### config.mk
export PLATFORM = sky130hd
export DESIGN_NAME = rtsr_top
export DESIGN_NICKNAME = d
export VERILOG_FILES = /design/src/core/rtsr_pkg.sv /design/src/core/rtsr_top.sv
export SDC_FILE = /design/constraint.sdc
export NUM_CORES = 1
export LEC_CHECK = 0
export BUFFER_PORTS_ARGS = -buffer_cell sky130_fd_sc_hd__buf_4
export CAP_MARGIN = 10
export CORE_UTILIZATION = 50
export CTS_CLUSTER_SIZE = 30
export DETAILED_ROUTE_END_ITERATION = 10
export PLACE_DENSITY = 0.73
export SYNTH_ARGS = -nofsm -noshare
export SYNTH_HDL_FRONTEND = slang
export SYNTH_SLANG_ARGS = --single-unit
### constraint.sdc
create_clock -name core_clk -period 4.1 [get_ports core_clk]
set_input_delay 0.41 -clock core_clk [delete_from_list [all_inputs] [get_ports core_clk]]
set_output_delay 0.41 -clock core_clk [all_outputs]
set_load 0.1 [all_outputs]
### src/core/rtsr_pkg.sv
// Package of constants and types for the reset time-out and status block
package rtsr_pkg;

   // ------------------------------------------------------------
   // Register map (byte addresses, one aligned 32-bit word each)
   // ------------------------------------------------------------
   localparam logic [9:0] RTSR_FLAGS_IDX     = 10'h10F; // Reset-cause flags index
   localparam logic [11:0] RTSR_FLAGS_ADDR   = {RTSR_FLAGS_IDX, 2'b00};
   localparam logic [11:0] RTSR_STATUS_ADDR  = 12'h000; // Status word image
   localparam logic [11:0] RTSR_PC_ADDR      = 12'h004; // Program counter image
   localparam logic [11:0] RTSR_TRIM_ADDR    = 12'h008; // Oscillator trim
   localparam logic [11:0] RTSR_CONFIG_ADDR  = 12'h00C; // Configuration bits
   localparam logic [11:0] RTSR_IRQ_STAT_ADDR = 12'h010; // Sticky event bits
   localparam logic [11:0] RTSR_IRQ_MASK_ADDR = 12'h014; // Event mask
   localparam logic [11:0] RTSR_CMD_ADDR     = 12'h018; // Reset / wake commands
   localparam logic [11:0] RTSR_STATE_ADDR   = 12'h01C; // Sequencer state

   // ------------------------------------------------------------
   // Field positions
   // ------------------------------------------------------------
   localparam int RTSR_BROWNOUT_BIT  = 0; // Flag register bit 0
   localparam int RTSR_POWERON_BIT   = 1; // Flag register bit 1
   localparam int RTSR_PD_BIT        = 3; // Status power-down
   localparam int RTSR_TO_BIT        = 4; // Status time-out
   localparam int RTSR_CFG_PUT_DIS   = 0; // Power-up timer disable
   localparam int RTSR_CFG_EXT_CLK   = 1; // External clock mode
   localparam int RTSR_CFG_BO_LSB    = 2; // Brown-out mode 2 bits
   localparam int RTSR_CMD_WDT       = 0; // Watchdog event
   localparam int RTSR_CMD_IRQ_WAKE  = 1; // Interrupt wake event
   localparam int RTSR_CMD_SLEEP     = 2; // Enter sleep
   localparam int RTSR_CMD_GIE       = 3; // Global irq enable level

   // ------------------------------------------------------------
   // Reset and vector values
   // ------------------------------------------------------------
   localparam logic [12:0] RTSR_RESET_VECTOR = 13'h0000;
   localparam logic [12:0] RTSR_IRQ_VECTOR   = 13'h0004;
   localparam logic [7:0]  RTSR_STATUS_POR   = 8'h18;   // 0001 1000
   localparam logic [4:0]  RTSR_TRIM_POR     = 5'h00;
   localparam logic [1:0]  RTSR_FLAGS_POR    = 2'h0;    // Unknown bit taken as 0
   localparam logic [3:0]  RTSR_CONFIG_POR   = 4'hC;    // Brown-out on, timer on

   // ------------------------------------------------------------
   // Timing
   // ------------------------------------------------------------
   localparam int RTSR_CLK_HZ       = 10_000_000;
   localparam int RTSR_PUT_MS       = 64;
   localparam int RTSR_PUT_CYCLES   = RTSR_PUT_MS * (RTSR_CLK_HZ / 1000);
   localparam int RTSR_OST_CYCLES   = 1024;  // Oscillator start-up count
   localparam int RTSR_CNT_W        = 20;

   // ------------------------------------------------------------
   // Sequencer states, one-hot
   // ------------------------------------------------------------
   typedef enum logic [5:0] {
      RTSR_ST_POR   = 6'h01,  // Power-on pulse active
      RTSR_ST_PUT   = 6'h02,  // Power-up timer running
      RTSR_ST_OST   = 6'h04,  // Oscillator start-up
      RTSR_ST_HOLD  = 6'h08,  // Waiting for reset pin release
      RTSR_ST_RUN   = 6'h10,  // Executing
      RTSR_ST_SLEEP = 6'h20   // Sleeping
   } rtsr_state_type;

endpackage

### src/core/rtsr_top.sv
// Reset time-out sequencer and reset-cause recorder with Avalon-MM registers
//
// Notes on behaviour
// Power-up timer starts after power-on pulse
// Start-up timer follows power-up timer
// External clock, timer disabled: no delay; after a brown-out the code still runs the start-up timer
// Timers ignore pin; release starts immediately
// Brown-out flag cleared by brown-out only
// Brown-out flag meaningless when mode 00
// Power-on flag cleared by power-on only
// Power-on: vector 0, status 0001 1xxx
// Watchdog reset: upper four status cleared
// Pin reset in sleep: time-out set
// Brown-out: time-out, power-down set
// Watchdog wake: next address, flags cleared
// Irq wake with enable: go vector 4
// Wake sets causing flags, keeps rest
// Pin reset running: upper three cleared
// Trim cleared only by power-on
// Power-up timer 64 ms, restarts on brown-out
// Timer disable bit one disables timer
// Flags settle before first fetch
//
// The implementer's own choice: register access over Avalon-MM.
`timescale 1ns/100ps
`default_nettype none

module rtsr_top #(
   parameter int PUT_CYCLES = rtsr_pkg::RTSR_PUT_CYCLES  // Shorten for simulation
) (
   input  wire logic        core_clk,
   input  wire logic        srst,
   input  wire logic        poweron_pulse,        // Power-on detector, async
   input  wire logic        brownout_detect,      // Brown-out detector, async
   input  wire logic        external_reset_pin,   // Active-low pin, async
   input  wire logic [11:0] avs_address,
   input  wire logic        avs_read,
   input  wire logic        avs_write,
   input  wire logic [31:0] avs_writedata,
   input  wire logic [3:0]  avs_byteenable,
   output logic [31:0]      avs_readdata,
   output logic             avs_waitrequest,
   output logic             core_run,             // Core may fetch
   output logic             irq_wake_pending,     // Wake flags set on irq wake
   output logic             irq
);
   import rtsr_pkg::*;

   // ------------------------------------------------------------
   // Pin synchronisers, three stages, change taken when 2 and 3 agree
   // ------------------------------------------------------------
   logic [2:0] por_sync_reg;   // Power-on pulse chain
   logic [2:0] bo_sync_reg;    // Brown-out chain
   logic [2:0] pin_sync_reg;   // Reset pin chain
   logic       por_lvl_reg;    // Filtered levels
   logic       bo_lvl_reg;
   logic       pin_lvl_reg;

   // Synchroniser shift
   always_ff @(posedge core_clk) begin
      por_sync_reg <= {por_sync_reg[1:0], poweron_pulse};
      bo_sync_reg  <= {bo_sync_reg[1:0], brownout_detect};
      pin_sync_reg <= {pin_sync_reg[1:0], external_reset_pin};
   end

   // Agreement filter, only stages two and three are looked at
   always_ff @(posedge core_clk) begin
      if (srst) begin
         por_lvl_reg <= 1'b1;
         bo_lvl_reg  <= 1'b0;
         pin_lvl_reg <= 1'b0;
      end else begin
         if (por_sync_reg[1] == por_sync_reg[2]) begin
            por_lvl_reg <= por_sync_reg[2];
         end
         if (bo_sync_reg[1] == bo_sync_reg[2]) begin
            bo_lvl_reg <= bo_sync_reg[2];
         end
         if (pin_sync_reg[1] == pin_sync_reg[2]) begin
            pin_lvl_reg <= pin_sync_reg[2];
         end
      end
   end

   // ------------------------------------------------------------
   // Registers
   // ------------------------------------------------------------
   rtsr_state_type  state_reg;        // Sequencer state
   rtsr_state_type  state_next;
   logic [19:0]     cnt_reg;          // Shared timer counter
   logic [19:0]     cnt_next;
   logic [1:0]      flags_reg;        // Reset-cause flags
   logic [7:0]      status_reg;       // Status word image
   logic [12:0]     pc_reg;           // Program counter image
   logic [4:0]      trim_reg;         // Oscillator trim
   logic [3:0]      config_reg;       // Timer disable, clock mode, brown-out mode
   logic            gie_reg;          // Global irq enable
   logic            irq_vec_reg;      // Branch to vector after next fetch
   logic [3:0]      evt_stat_reg;     // Sticky events
   logic [3:0]      evt_mask_reg;
   logic            bo_cause_reg;     // Declared only, never assigned or read

   // ------------------------------------------------------------
   // Decode
   // ------------------------------------------------------------
   wire bo_enabled  = config_reg[RTSR_CFG_BO_LSB +: 2] != 2'b00;
   wire bo_event    = bo_lvl_reg && bo_enabled;
   wire put_off     = config_reg[RTSR_CFG_PUT_DIS];
   wire ext_clk     = config_reg[RTSR_CFG_EXT_CLK];
   wire cnt_done    = cnt_reg == 20'h00000;
   wire wr_ok       = avs_write && !avs_waitrequest;
   wire wr_cmd      = wr_ok && avs_address == RTSR_CMD_ADDR;
   wire wdt_evt     = wr_cmd && avs_writedata[RTSR_CMD_WDT];
   wire iwake_evt   = wr_cmd && avs_writedata[RTSR_CMD_IRQ_WAKE];
   wire sleep_evt   = wr_cmd && avs_writedata[RTSR_CMD_SLEEP];
   wire in_run      = state_reg == RTSR_ST_RUN;
   wire in_sleep    = state_reg == RTSR_ST_SLEEP;
   wire pin_low     = !pin_lvl_reg;
   wire pin_rst_run = pin_low && in_run;
   wire pin_rst_slp = pin_low && in_sleep;
   wire wdt_rst     = wdt_evt && in_run;
   wire wdt_wake    = wdt_evt && in_sleep;
   wire irq_wake    = iwake_evt && in_sleep;
   wire [19:0] put_load = 20'(PUT_CYCLES - 1);
   wire [19:0] ost_load = 20'(RTSR_OST_CYCLES - 1);
   wire [3:0]  evt_in   = {irq_wake | wdt_wake, wdt_rst, bo_event, pin_rst_run | pin_rst_slp};

   // Byte-lane merge of an 8-bit field
   function automatic logic [7:0] lane0(input logic [7:0] old, input logic [31:0] d,
                                        input logic [3:0] be);
      lane0 = be[0] ? d[7:0] : old;
   endfunction

   // ------------------------------------------------------------
   // Sequencer
   // ------------------------------------------------------------
   // Timers count from the power-on pulse, pin only gates the last step
   always_comb begin
      state_next = state_reg;
      cnt_next   = cnt_reg;
      case (state_reg)
         RTSR_ST_POR: begin
            if (!por_lvl_reg) begin
               if (ext_clk && put_off) begin
                  state_next = RTSR_ST_HOLD;
               end else if (put_off) begin
                  state_next = RTSR_ST_OST;
                  cnt_next   = ost_load;
               end else begin
                  state_next = RTSR_ST_PUT;
                  cnt_next   = put_load;
               end
            end
         end
         RTSR_ST_PUT: begin
            if (cnt_done) begin
               state_next = ext_clk ? RTSR_ST_HOLD : RTSR_ST_OST;
               cnt_next   = ost_load;
            end else begin
               cnt_next = cnt_reg - 20'h00001;
            end
         end
         RTSR_ST_OST: begin
            if (cnt_done) begin
               state_next = RTSR_ST_HOLD;
            end else begin
               cnt_next = cnt_reg - 20'h00001;
            end
         end
         RTSR_ST_HOLD: begin
            if (!pin_low) begin
               state_next = RTSR_ST_RUN;
            end
         end
         RTSR_ST_RUN: begin
            if (pin_rst_run || wdt_rst) begin
               state_next = RTSR_ST_HOLD;
            end else if (sleep_evt) begin
               state_next = RTSR_ST_SLEEP;
            end
         end
         RTSR_ST_SLEEP: begin
            if (pin_rst_slp) begin
               state_next = RTSR_ST_HOLD;
            end else if (wdt_wake || irq_wake) begin
               state_next = RTSR_ST_RUN;
            end
         end
         default: begin
            state_next = RTSR_ST_POR;
         end
      endcase
      // Brown-out restarts the power-up timer from any state, or the start-up timer when the timer disable bit is set
      if (bo_event) begin
         state_next = put_off ? RTSR_ST_OST : RTSR_ST_PUT;
         cnt_next   = put_off ? ost_load : put_load;
      end
      // A fresh power-on pulse starts everything over
      if (por_lvl_reg) begin
         state_next = RTSR_ST_POR;
      end
   end

   // State and counter
   always_ff @(posedge core_clk) begin
      if (srst) begin
         state_reg <= RTSR_ST_POR;
         cnt_reg   <= 20'h00000;
      end else begin
         state_reg <= state_next;
         cnt_reg   <= cnt_next;
      end
   end

   // ------------------------------------------------------------
   // Reset-cause flags, updated in the cause cycle, long before run
   // ------------------------------------------------------------
   always_ff @(posedge core_clk) begin
      if (srst) begin
         flags_reg <= RTSR_FLAGS_POR;
      end else if (por_lvl_reg) begin
         flags_reg[RTSR_POWERON_BIT] <= 1'b0;
      end else if (bo_event) begin
         flags_reg[RTSR_BROWNOUT_BIT] <= 1'b0;
      end else if (wr_ok && avs_address == RTSR_FLAGS_ADDR && avs_byteenable[0]) begin
         flags_reg <= avs_writedata[1:0];
      end
   end

   // Status word: cause-dependent time-out and power-down bits
   always_ff @(posedge core_clk) begin
      if (srst || por_lvl_reg) begin
         status_reg <= RTSR_STATUS_POR;
      end else if (bo_event) begin
         status_reg <= {3'b000, 1'b1, 1'b1, status_reg[2:0]};
      end else if (pin_rst_slp) begin
         status_reg <= {3'b000, 1'b1, 1'b0, status_reg[2:0]};
      end else if (pin_rst_run) begin
         status_reg <= {3'b000, status_reg[4:0]};
      end else if (wdt_rst) begin
         status_reg <= {4'b0000, status_reg[3:0]};
      end else if (wdt_wake) begin
         status_reg[RTSR_TO_BIT] <= 1'b0;
         status_reg[RTSR_PD_BIT] <= 1'b0;
      end else if (irq_wake) begin
         status_reg[RTSR_TO_BIT] <= 1'b1;
         status_reg[RTSR_PD_BIT] <= 1'b0;
      end else if (sleep_evt && in_run) begin
         status_reg[RTSR_TO_BIT] <= 1'b1;
         status_reg[RTSR_PD_BIT] <= 1'b0;
      end else if (wr_ok && avs_address == RTSR_STATUS_ADDR) begin
         status_reg <= lane0(status_reg, avs_writedata, avs_byteenable);
      end
   end

   // Program counter image and vector branch
   always_ff @(posedge core_clk) begin
      if (srst || por_lvl_reg || bo_event || pin_rst_run || pin_rst_slp || wdt_rst) begin
         pc_reg      <= RTSR_RESET_VECTOR;
         irq_vec_reg <= 1'b0;
      end else if (wdt_wake || irq_wake) begin
         pc_reg      <= pc_reg + 13'h0001;
         irq_vec_reg <= irq_wake && gie_reg;
      end else if (irq_vec_reg && in_run) begin
         pc_reg      <= RTSR_IRQ_VECTOR;
         irq_vec_reg <= 1'b0;
      end else if (wr_ok && avs_address == RTSR_PC_ADDR) begin
         pc_reg <= avs_writedata[12:0];
      end
   end

   // Trim and configuration, trim survives all but power-on
   always_ff @(posedge core_clk) begin
      if (srst || por_lvl_reg) begin
         trim_reg <= RTSR_TRIM_POR;
      end else if (wr_ok && avs_address == RTSR_TRIM_ADDR && avs_byteenable[0]) begin
         trim_reg <= avs_writedata[4:0];
      end
   end

   always_ff @(posedge core_clk) begin
      if (srst) begin
         config_reg <= RTSR_CONFIG_POR;
         gie_reg    <= 1'b0;
      end else begin
         if (wr_ok && avs_address == RTSR_CONFIG_ADDR && avs_byteenable[0]) begin
            config_reg <= avs_writedata[3:0];
         end
         if (wr_cmd) begin
            gie_reg <= avs_writedata[RTSR_CMD_GIE];
         end
      end
   end

   // Wake flag held until software writes a one to event status bit 3
   always_ff @(posedge core_clk) begin
      if (srst) begin
         irq_wake_pending <= 1'b0;
      end else if (irq_wake) begin
         irq_wake_pending <= 1'b1;
      end else if (wr_ok && avs_address == RTSR_IRQ_STAT_ADDR && avs_writedata[3]) begin
         irq_wake_pending <= 1'b0;
      end
   end

   // ------------------------------------------------------------
   // Events: sticky, write one to clear, set wins
   // ------------------------------------------------------------
   wire stat_clr_wr = wr_ok && avs_address == RTSR_IRQ_STAT_ADDR && avs_byteenable[0];
   wire [3:0] stat_clr = stat_clr_wr ? avs_writedata[3:0] : 4'h0;

   always_ff @(posedge core_clk) begin
      if (srst) begin
         evt_stat_reg <= 4'h0;
         evt_mask_reg <= 4'h0;
         irq          <= 1'b0;
      end else begin
         evt_stat_reg <= (evt_stat_reg & ~stat_clr) | evt_in;
         if (wr_ok && avs_address == RTSR_IRQ_MASK_ADDR && avs_byteenable[0]) begin
            evt_mask_reg <= avs_writedata[3:0];
         end
         irq <= |(((evt_stat_reg & ~stat_clr) | evt_in) & evt_mask_reg);
      end
   end

   // ------------------------------------------------------------
   // Avalon slave: one wait cycle per access, data with waitrequest low
   // ------------------------------------------------------------
   logic [31:0] rd_mux;
   always_comb begin
      case (avs_address)
         RTSR_FLAGS_ADDR:    rd_mux = {30'h0, flags_reg};
         RTSR_STATUS_ADDR:   rd_mux = {24'h0, status_reg};
         RTSR_PC_ADDR:       rd_mux = {19'h0, pc_reg};
         RTSR_TRIM_ADDR:     rd_mux = {27'h0, trim_reg};
         RTSR_CONFIG_ADDR:   rd_mux = {28'h0, config_reg};
         RTSR_IRQ_STAT_ADDR: rd_mux = {28'h0, evt_stat_reg};
         RTSR_IRQ_MASK_ADDR: rd_mux = {28'h0, evt_mask_reg};
         RTSR_CMD_ADDR:      rd_mux = {28'h0, gie_reg, 3'b000};
         RTSR_STATE_ADDR:    rd_mux = {26'h0, state_reg};
         default:            rd_mux = 32'h00000000;
      endcase
   end

   always_ff @(posedge core_clk) begin
      if (srst) begin
         avs_waitrequest <= 1'b1;
         avs_readdata    <= 32'h00000000;
         core_run        <= 1'b0;
      end else begin
         avs_waitrequest <= !((avs_read || avs_write) && avs_waitrequest);
         avs_readdata    <= rd_mux;
         core_run        <= state_next == RTSR_ST_RUN;
      end
   end
endmodule

`default_nettype wire

==> metrics, run 1 <==
fillcell total=916; Pleak=2.09 nW; per-cell routed wire length=17.8 µm; final cell count without fillers=around 800; synthesized flop and latch total=97; # hold bufs at CTS=0; gr ovfl total=0; Gate Count Post-Synth=roughly 620; busiest grt layer=met1; DRT Pass-1 Iters=6; Max Root-Sink Buffers=2; Setup crit end kind=register; Die X=103 µm; most frequent cells in the layout=dfxtp_1, nor2_1, buf_4; met2 Use GR=39.5%; CORE AREA=9820 µm²; fmax=0.366 GHz; Routability Congestion=between 0.9 and 1; die height=103 µm; Largest register FFs=20; Post-route DRC=0; final setup violation count=0; CTS sink count=97; Register-to-Register Setup Slack=1.37 ns; CP Launch Type=register; PwrDens=351 nW/µm²; Layout area overhead=11.8%; syn avg cell area=8.17 µm²; GR Util met3=between 5 and 6%; Post-CTS Setup Bufs=0; Final Max Tran Viols=0; register area=1940 µm²; full die area=10600 µm²; vias post-DR=4877; sw frac=28.9%; fin crit period=2.73 ns; area of the multi-input gates=2900 µm²; Initial Util=between 50% and 60%; Num CTS Buffers=9; dpl cells=777; Worst-Margin Slew=~0.75 ns; Comb power frac=14.4%; drt first-iter violations=472; worst setup path endpoint=cnt_reg[12]$_SDFFE_PP0P_; peak supply drop=0.198 mV; crit path launch=state_reg[2]$_SDFF_PP0_; RSZ-0062 raised after global routing=no; first-pass GRT wire length=between 20000 and 25000 µm; grt met1 use=41.5%; Yosys warning count=0; post-CTS sizing=0; P_sw=0.000576 W; Crit Reg-Reg Endpoint=cnt_reg[12]$_SDFFE_PP0P_; final core utilization=57.8%; I/O pin count=91; Worst-Skew Late Latency=0.37 ns; commonest non-fill, non-tap cell in the layout=dfxtp_1; largest net degree at the start of global routing=38; endpoints failing hold=0; Max Cap Viol=0; internal power=about 0.0014 W; Worst EP required=4.37 ns; Post-synth EDFFs=0; Flop pwr share=49.8%; CTS tree=done; worst reg2reg path depth=6; fin crit share=about two thirds; antenna violations before repair=0; CP Data Arrival Time=3.00 ns; Max-slew headroom=49.0%; Port Buffers=49; number of global-route vias before repair=roughly 4300; Root Driver=clkbuf_8; status=completed; HP Class=in -> reg; dpl hpwl=approximately 10000 µm; top_reg_cell synth=dfxtp_1; clock share of power=between 30% and 40%; r2r startpoint=state_reg[2]$_SDFF_PP0_; hold_ws=around 0.13 ns; final WL=about 14000 µm; highest fanout seen on the critical path=19; Core Rows=36; Worst-path clk slew=0.10 ns; diode count=0; Yosys cell types=69; share of cells above drive strength 1=13.9%; Setup Crit Path Kind=reg -> reg; skew final=0.00859 ns; ys async rst share=0%; Final nets=713; Seq/Total Area, Yosys=38.3%; Post-Syn Area=around 5100 µm²; all-layer global routing usage=27.6%; final setup TNS=0 ns; # H-tree levels=3; drt via density=approximately 6; remaining antenna violation count=0
power by group through the flow:
stage               combinational (W)  sequential, W  clock [W]
floorplan                    0.000226        0.00101          0
global placement             0.000277        0.00101          0
detailed placement           0.000282        0.00101          0
CTS                          0.000283       0.000992   0.000722
global route                 0.000307       0.000997   0.000758
finish                       0.000287       0.000993   0.000713
cell type report:
cell class	count	share of cell area (%)
clock buffers	11	2.67
multi-input cells	486	51.1
inverters	5	0.331
clock inverters	5	1.37
flip-flops and latches	97	34.2
well taps	133	2.93
repair buffers	56	7.41
cells by family (layout without fill, tap and decap cells):
kind of cell             Yosys count  in the layout  synth area share (%)
adder cells (fa/ha/maj)            3              3                 0.740
other                              1             19                0.0739
buffers and inverters             56             77                  5.97
AND/OR/NAND/NOR                  278            278                  29.8
XOR/XNOR                           7              7                  1.21
AO/OA/AOI/OAI                    157            157                  19.5
flip-flops                        97             97                  38.3
multiplexers                      22             22                  4.44
Yosys cell counts, types with 3 or more instances:
master	n	area, µm²
o211ai_1	4	30.0
inv_1	5	18.8
nand3_1	32	160
and3_1	19	119
o31ai_1	5	37.5
nand2_1	53	199
a211oi_1	3	22.5
o21a_1	4	30.0
ha_1	3	37.5
o22ai_1	4	25.0
a32o_1	3	30.0
buf_4	20	150
clkbuf_1	21	78.8
nor4b_1	4	35.0
or4_1	4	30.0
nand2b_1	10	62.6
nand3b_1	4	30.0
nor3_2	3	30.0
a311oi_1	8	70.1
a31oi_1	8	50.1
or3_1	3	18.8
nand4_1	15	93.8
nor4_1	11	68.8
mux2i_1	21	210
xnor2_1	4	35.0
dfxtp_1	97	1940
nor2b_1	5	31.3
o21ai_0	31	155
a21oi_1	55	275
or2_2	4	25.0
a21o_1	3	22.5
and2_1	4	25.0
xor2_1	3	26.3
a22oi_1	11	82.6
buf_2	8	40.0
nor2_1	58	218
nor3_1	29	145
nor3b_1	4	30.0
per-layer routing:
layer	vias up	routed length, µm
li1	2328	-
met1	2280	6690
met2	250	6030
met3	19	1180
met4	0	189
met5	-	0
critical path: stages (launching register included):
cell     delay, ns
dfxtp_1       0.41
nor4_1        0.64
nand2_1       0.22
o21a_1        0.25
o21ai_2       0.60
o21ai_0       0.21
a32o_1        0.30
stage by stage:
stage | worst slack (ns) | power (W) | instance area (µm²)
final | 1.37 | 0.00199 | 5670
after global routing | 1.11 | 0.00206 | 5670
after CTS | 1.43 | 0.00200 | 5670
after detailed placement | 1.23 | 0.00130 | 5440
after global placement | 1.23 | 0.00129 | 5440
after floorplan | 1.77 | 0.00123 | 5140
worst min-delay path by stage:
stage                            startpoint                 endpoint  slack (ns)  cells past startpoint
floorplan            bo_sync_reg[0]$_DFF_P_   bo_sync_reg[1]$_DFF_P_        0.31                      0
detailed placement  por_sync_reg[0]$_DFF_P_  por_sync_reg[1]$_DFF_P_        0.32                      0
CTS                         brownout_detect   bo_sync_reg[0]$_DFF_P_        0.12                      1
global placement    por_sync_reg[0]$_DFF_P_  por_sync_reg[1]$_DFF_P_        0.31                      0
finish                      brownout_detect   bo_sync_reg[0]$_DFF_P_        0.13                      1
global route             external_reset_pin  pin_sync_reg[0]$_DFF_P_        0.12                      1
(Power assumes the default switching activity.)
==> run 2, diff against run 1 <==
==> constraint.sdc (replaced) <==
create_clock -name core_clk -period 2.8 [get_ports core_clk]
set_input_delay 0.28 -clock core_clk [delete_from_list [all_inputs] [get_ports core_clk]]
set_output_delay 0.28 -clock core_clk [all_outputs]
set_load 0.1 [all_outputs]
==> run 2 against run 1 <==
  * Combinational power up 52%
  * Critical path depth is the same
  * Register-to-register slack got worse by 1.1 ns
  * Utilization up 1.6 points
  * Critical endpoint unchanged
  * Via count grew 0.94%
  * Worst hold slack got worse by 0.034 ns
==> metrics, run 2 (same netlist as run 1, synthesis figures left out) <==
DRT Pass-1 Iters=5 (-1); # H-tree levels=3 (unchanged); fmax=0.395 GHz (+7.7%); CTS sink count=97 (unchanged); RSZ-0062 raised after global routing=no; WP depth=6 (unchanged); largest net degree at the start of global routing=37 (-2.6%); commonest non-fill, non-tap cell in the layout=dfxtp_1; fin crit period=2.53 ns (-0.195 ns); diode count=0 (unchanged); Initial Util=51.7% (unchanged); CORE AREA=9820 µm² (unchanged); per-cell routed wire length=17.6 µm (-0.87%); highest fanout seen on the critical path=19 (unchanged); Setup crit end kind=register; drt first-iter violations=549 (+16%); die height=103 µm (unchanged); Core Rows=36 (unchanged); worst setup path endpoint=cnt_reg[12]$_SDFFE_PP0P_; CP Data Arrival Time=2.81 ns (-0.19 ns); share of cells above drive strength 1=15.6% (+1.7 points); CTS tree=done; Final nets=731 (+2.5%); antenna violations before repair=0 (unchanged); Post-route DRC=0 (unchanged); Largest register FFs=20 (unchanged); r2r startpoint=state_reg[0]$_SDFF_PP1_; final WL=14300 µm (+1.4%); critical-path cell list=or4_1 > or2_1 > o21a_1 > o21ai_2 > o21ai_0 > a32o_1; Layout area overhead=14.9%; Num CTS Buffers=9 (unchanged); remaining antenna violation count=0 (unchanged); final core utilization=59.4% (+1.6 points); Root Driver=clkbuf_8; fillcell total=919 (+0.33%); Worst path max stage delay=0.61 ns (-0.03 ns); most frequent cells in the layout=dfxtp_1, buf_4, nor2_1; Max Cap Viol=0 (unchanged); Worst path slowest cell=o21ai_2; crit path launch=state_reg[0]$_SDFF_PP1_; worst reg2reg path depth=6 (unchanged); Final Max Tran Viols=0 (unchanged); register area=1940 µm² (unchanged); vias post-DR=4923 (+0.94%); pre-CTS setup slack=0.257 ns (-0.970 ns); Die X=103 µm (unchanged); I/O pin count=91 (unchanged); hold path cells=2 (+1); GR Util met3=5.08% (-0.068 points); fin crit share=90.5% (+24 points); worst setup margin=0.266 ns (-1.11 ns); final setup violation count=0 (unchanged); dpl hpwl=10500 µm (+2.3%); gr ovfl total=0 (unchanged); status=completed; CP Launch Type=register; skew final=0.0106 ns (+0.00198 ns); Max-slew headroom=46.3% (-2.6 points); Setup Crit Path Kind=reg -> reg; number of global-route vias before repair=4443 (+2.7%); endpoints failing hold=0 (unchanged); busiest grt layer=met1; HP Class=in -> reg; area of the multi-input gates=2900 µm² (unchanged); Worst EP required=3.08 ns (-1.29 ns); full die area=10600 µm² (unchanged); hold_ws=0.0979 ns (-0.0338 ns); Port Buffers=49 (unchanged); Max Root-Sink Buffers=2 (unchanged); all-layer global routing usage=28.2% (+0.55 points); peak supply drop=0.270 mV (+36%); drt via density=6.07 (-1.3%); grt met1 use=42.0% (+0.48 points); first-pass GRT wire length=22600 µm (+1.2%); Routability Congestion=1.01 (+5.9%); Worst-Margin Slew=0.802 ns (+0.0473 ns); Worst-Skew Late Latency=0.38 ns (about the same); Pleak=2.19 nW (+4.4%); Crit path max-delay family=compound AO/OA/AOI/OAI gates; Buf/Inv on CP=0 (unchanged); final setup TNS=0 ns (unchanged); Crit Reg-Reg Endpoint=cnt_reg[12]$_SDFFE_PP0P_; PwrDens=515 nW/µm² (+47%); Register-to-Register Setup Slack=0.27 ns (-1.11 ns); Worst-path clk slew=0.10 ns (about the same); met2 Use GR=39.4% (-0.15 points)
run 2: changes by cell type in the layout (fill, tap and decap cells not counted):
cell / delta
buf_4: +15
clkbuf_8: -1
dlygate4sd3_1: +3
bufinv_16: +1
clkinv_2: -1
clkbuf_1: +1
run 2: metrics by stage:
| step | instances | total power, W | instance area [µm²] |
|---|---|---|---|
| final | 811 | 0.00300 | 5830 |
| after global routing | 811 | 0.00312 | 5830 |
| after CTS | 810 | 0.00301 | 5820 |
| after detailed placement | 792 | 0.00191 | 5560 |
| after global placement | 792 | 0.00190 | 5560 |
| after floorplan | 639 | 0.00181 | 5140 |
run 2: power by group:
group / switching (W) / total [W] / internal (W)
registers: 0.0000387 / 0.00145 / 0.00141
clock network: 0.000498 / 0.00111 / 0.000617
logic: 0.000311 / 0.000437 / 0.000126
run 2: per-layer routing:
layer	up-vias	wire length, µm	share of wire, %
li1	2367	-	-
met1	2245	6530	46
met2	289	6090	43
met3	22	1400	9.8
met4	0	261	1.8
met5	-	0	0
run 2: layout make-up:
cell class	instances	area share (%)
Multi-Input combinational cell	486	49.7
Inverter	5	0.322
Clock buffer	11	2.42
Sequential cell	97	33.3
Tap cell	133	2.85
Clock inverter	5	1.76
Timing Repair Buffer	74	9.66
run 2: worst min-delay path by stage:
stage,start,endpoint,slack (ns)
finish,avs_read,avs_waitrequest$_SDFF_PP1_,0.1
CTS,poweron_pulse,por_sync_reg[0]$_DFF_P_,0.0002
global route,avs_read,avs_waitrequest$_SDFF_PP1_,0.09
floorplan,brownout_detect,bo_sync_reg[0]$_DFF_P_,0.31
detailed placement,bo_sync_reg[0]$_DFF_P_,bo_sync_reg[1]$_DFF_P_,0.32
global placement,por_sync_reg[0]$_DFF_P_,por_sync_reg[1]$_DFF_P_,0.31
run 2: what timing repair did:
item	CTS	global route
endpoints found under the setup margin	0	0
buffers inserted	0	0
gates resized for setup	0	0
hold endpoints to repair	2	1
hold buffers	2	1
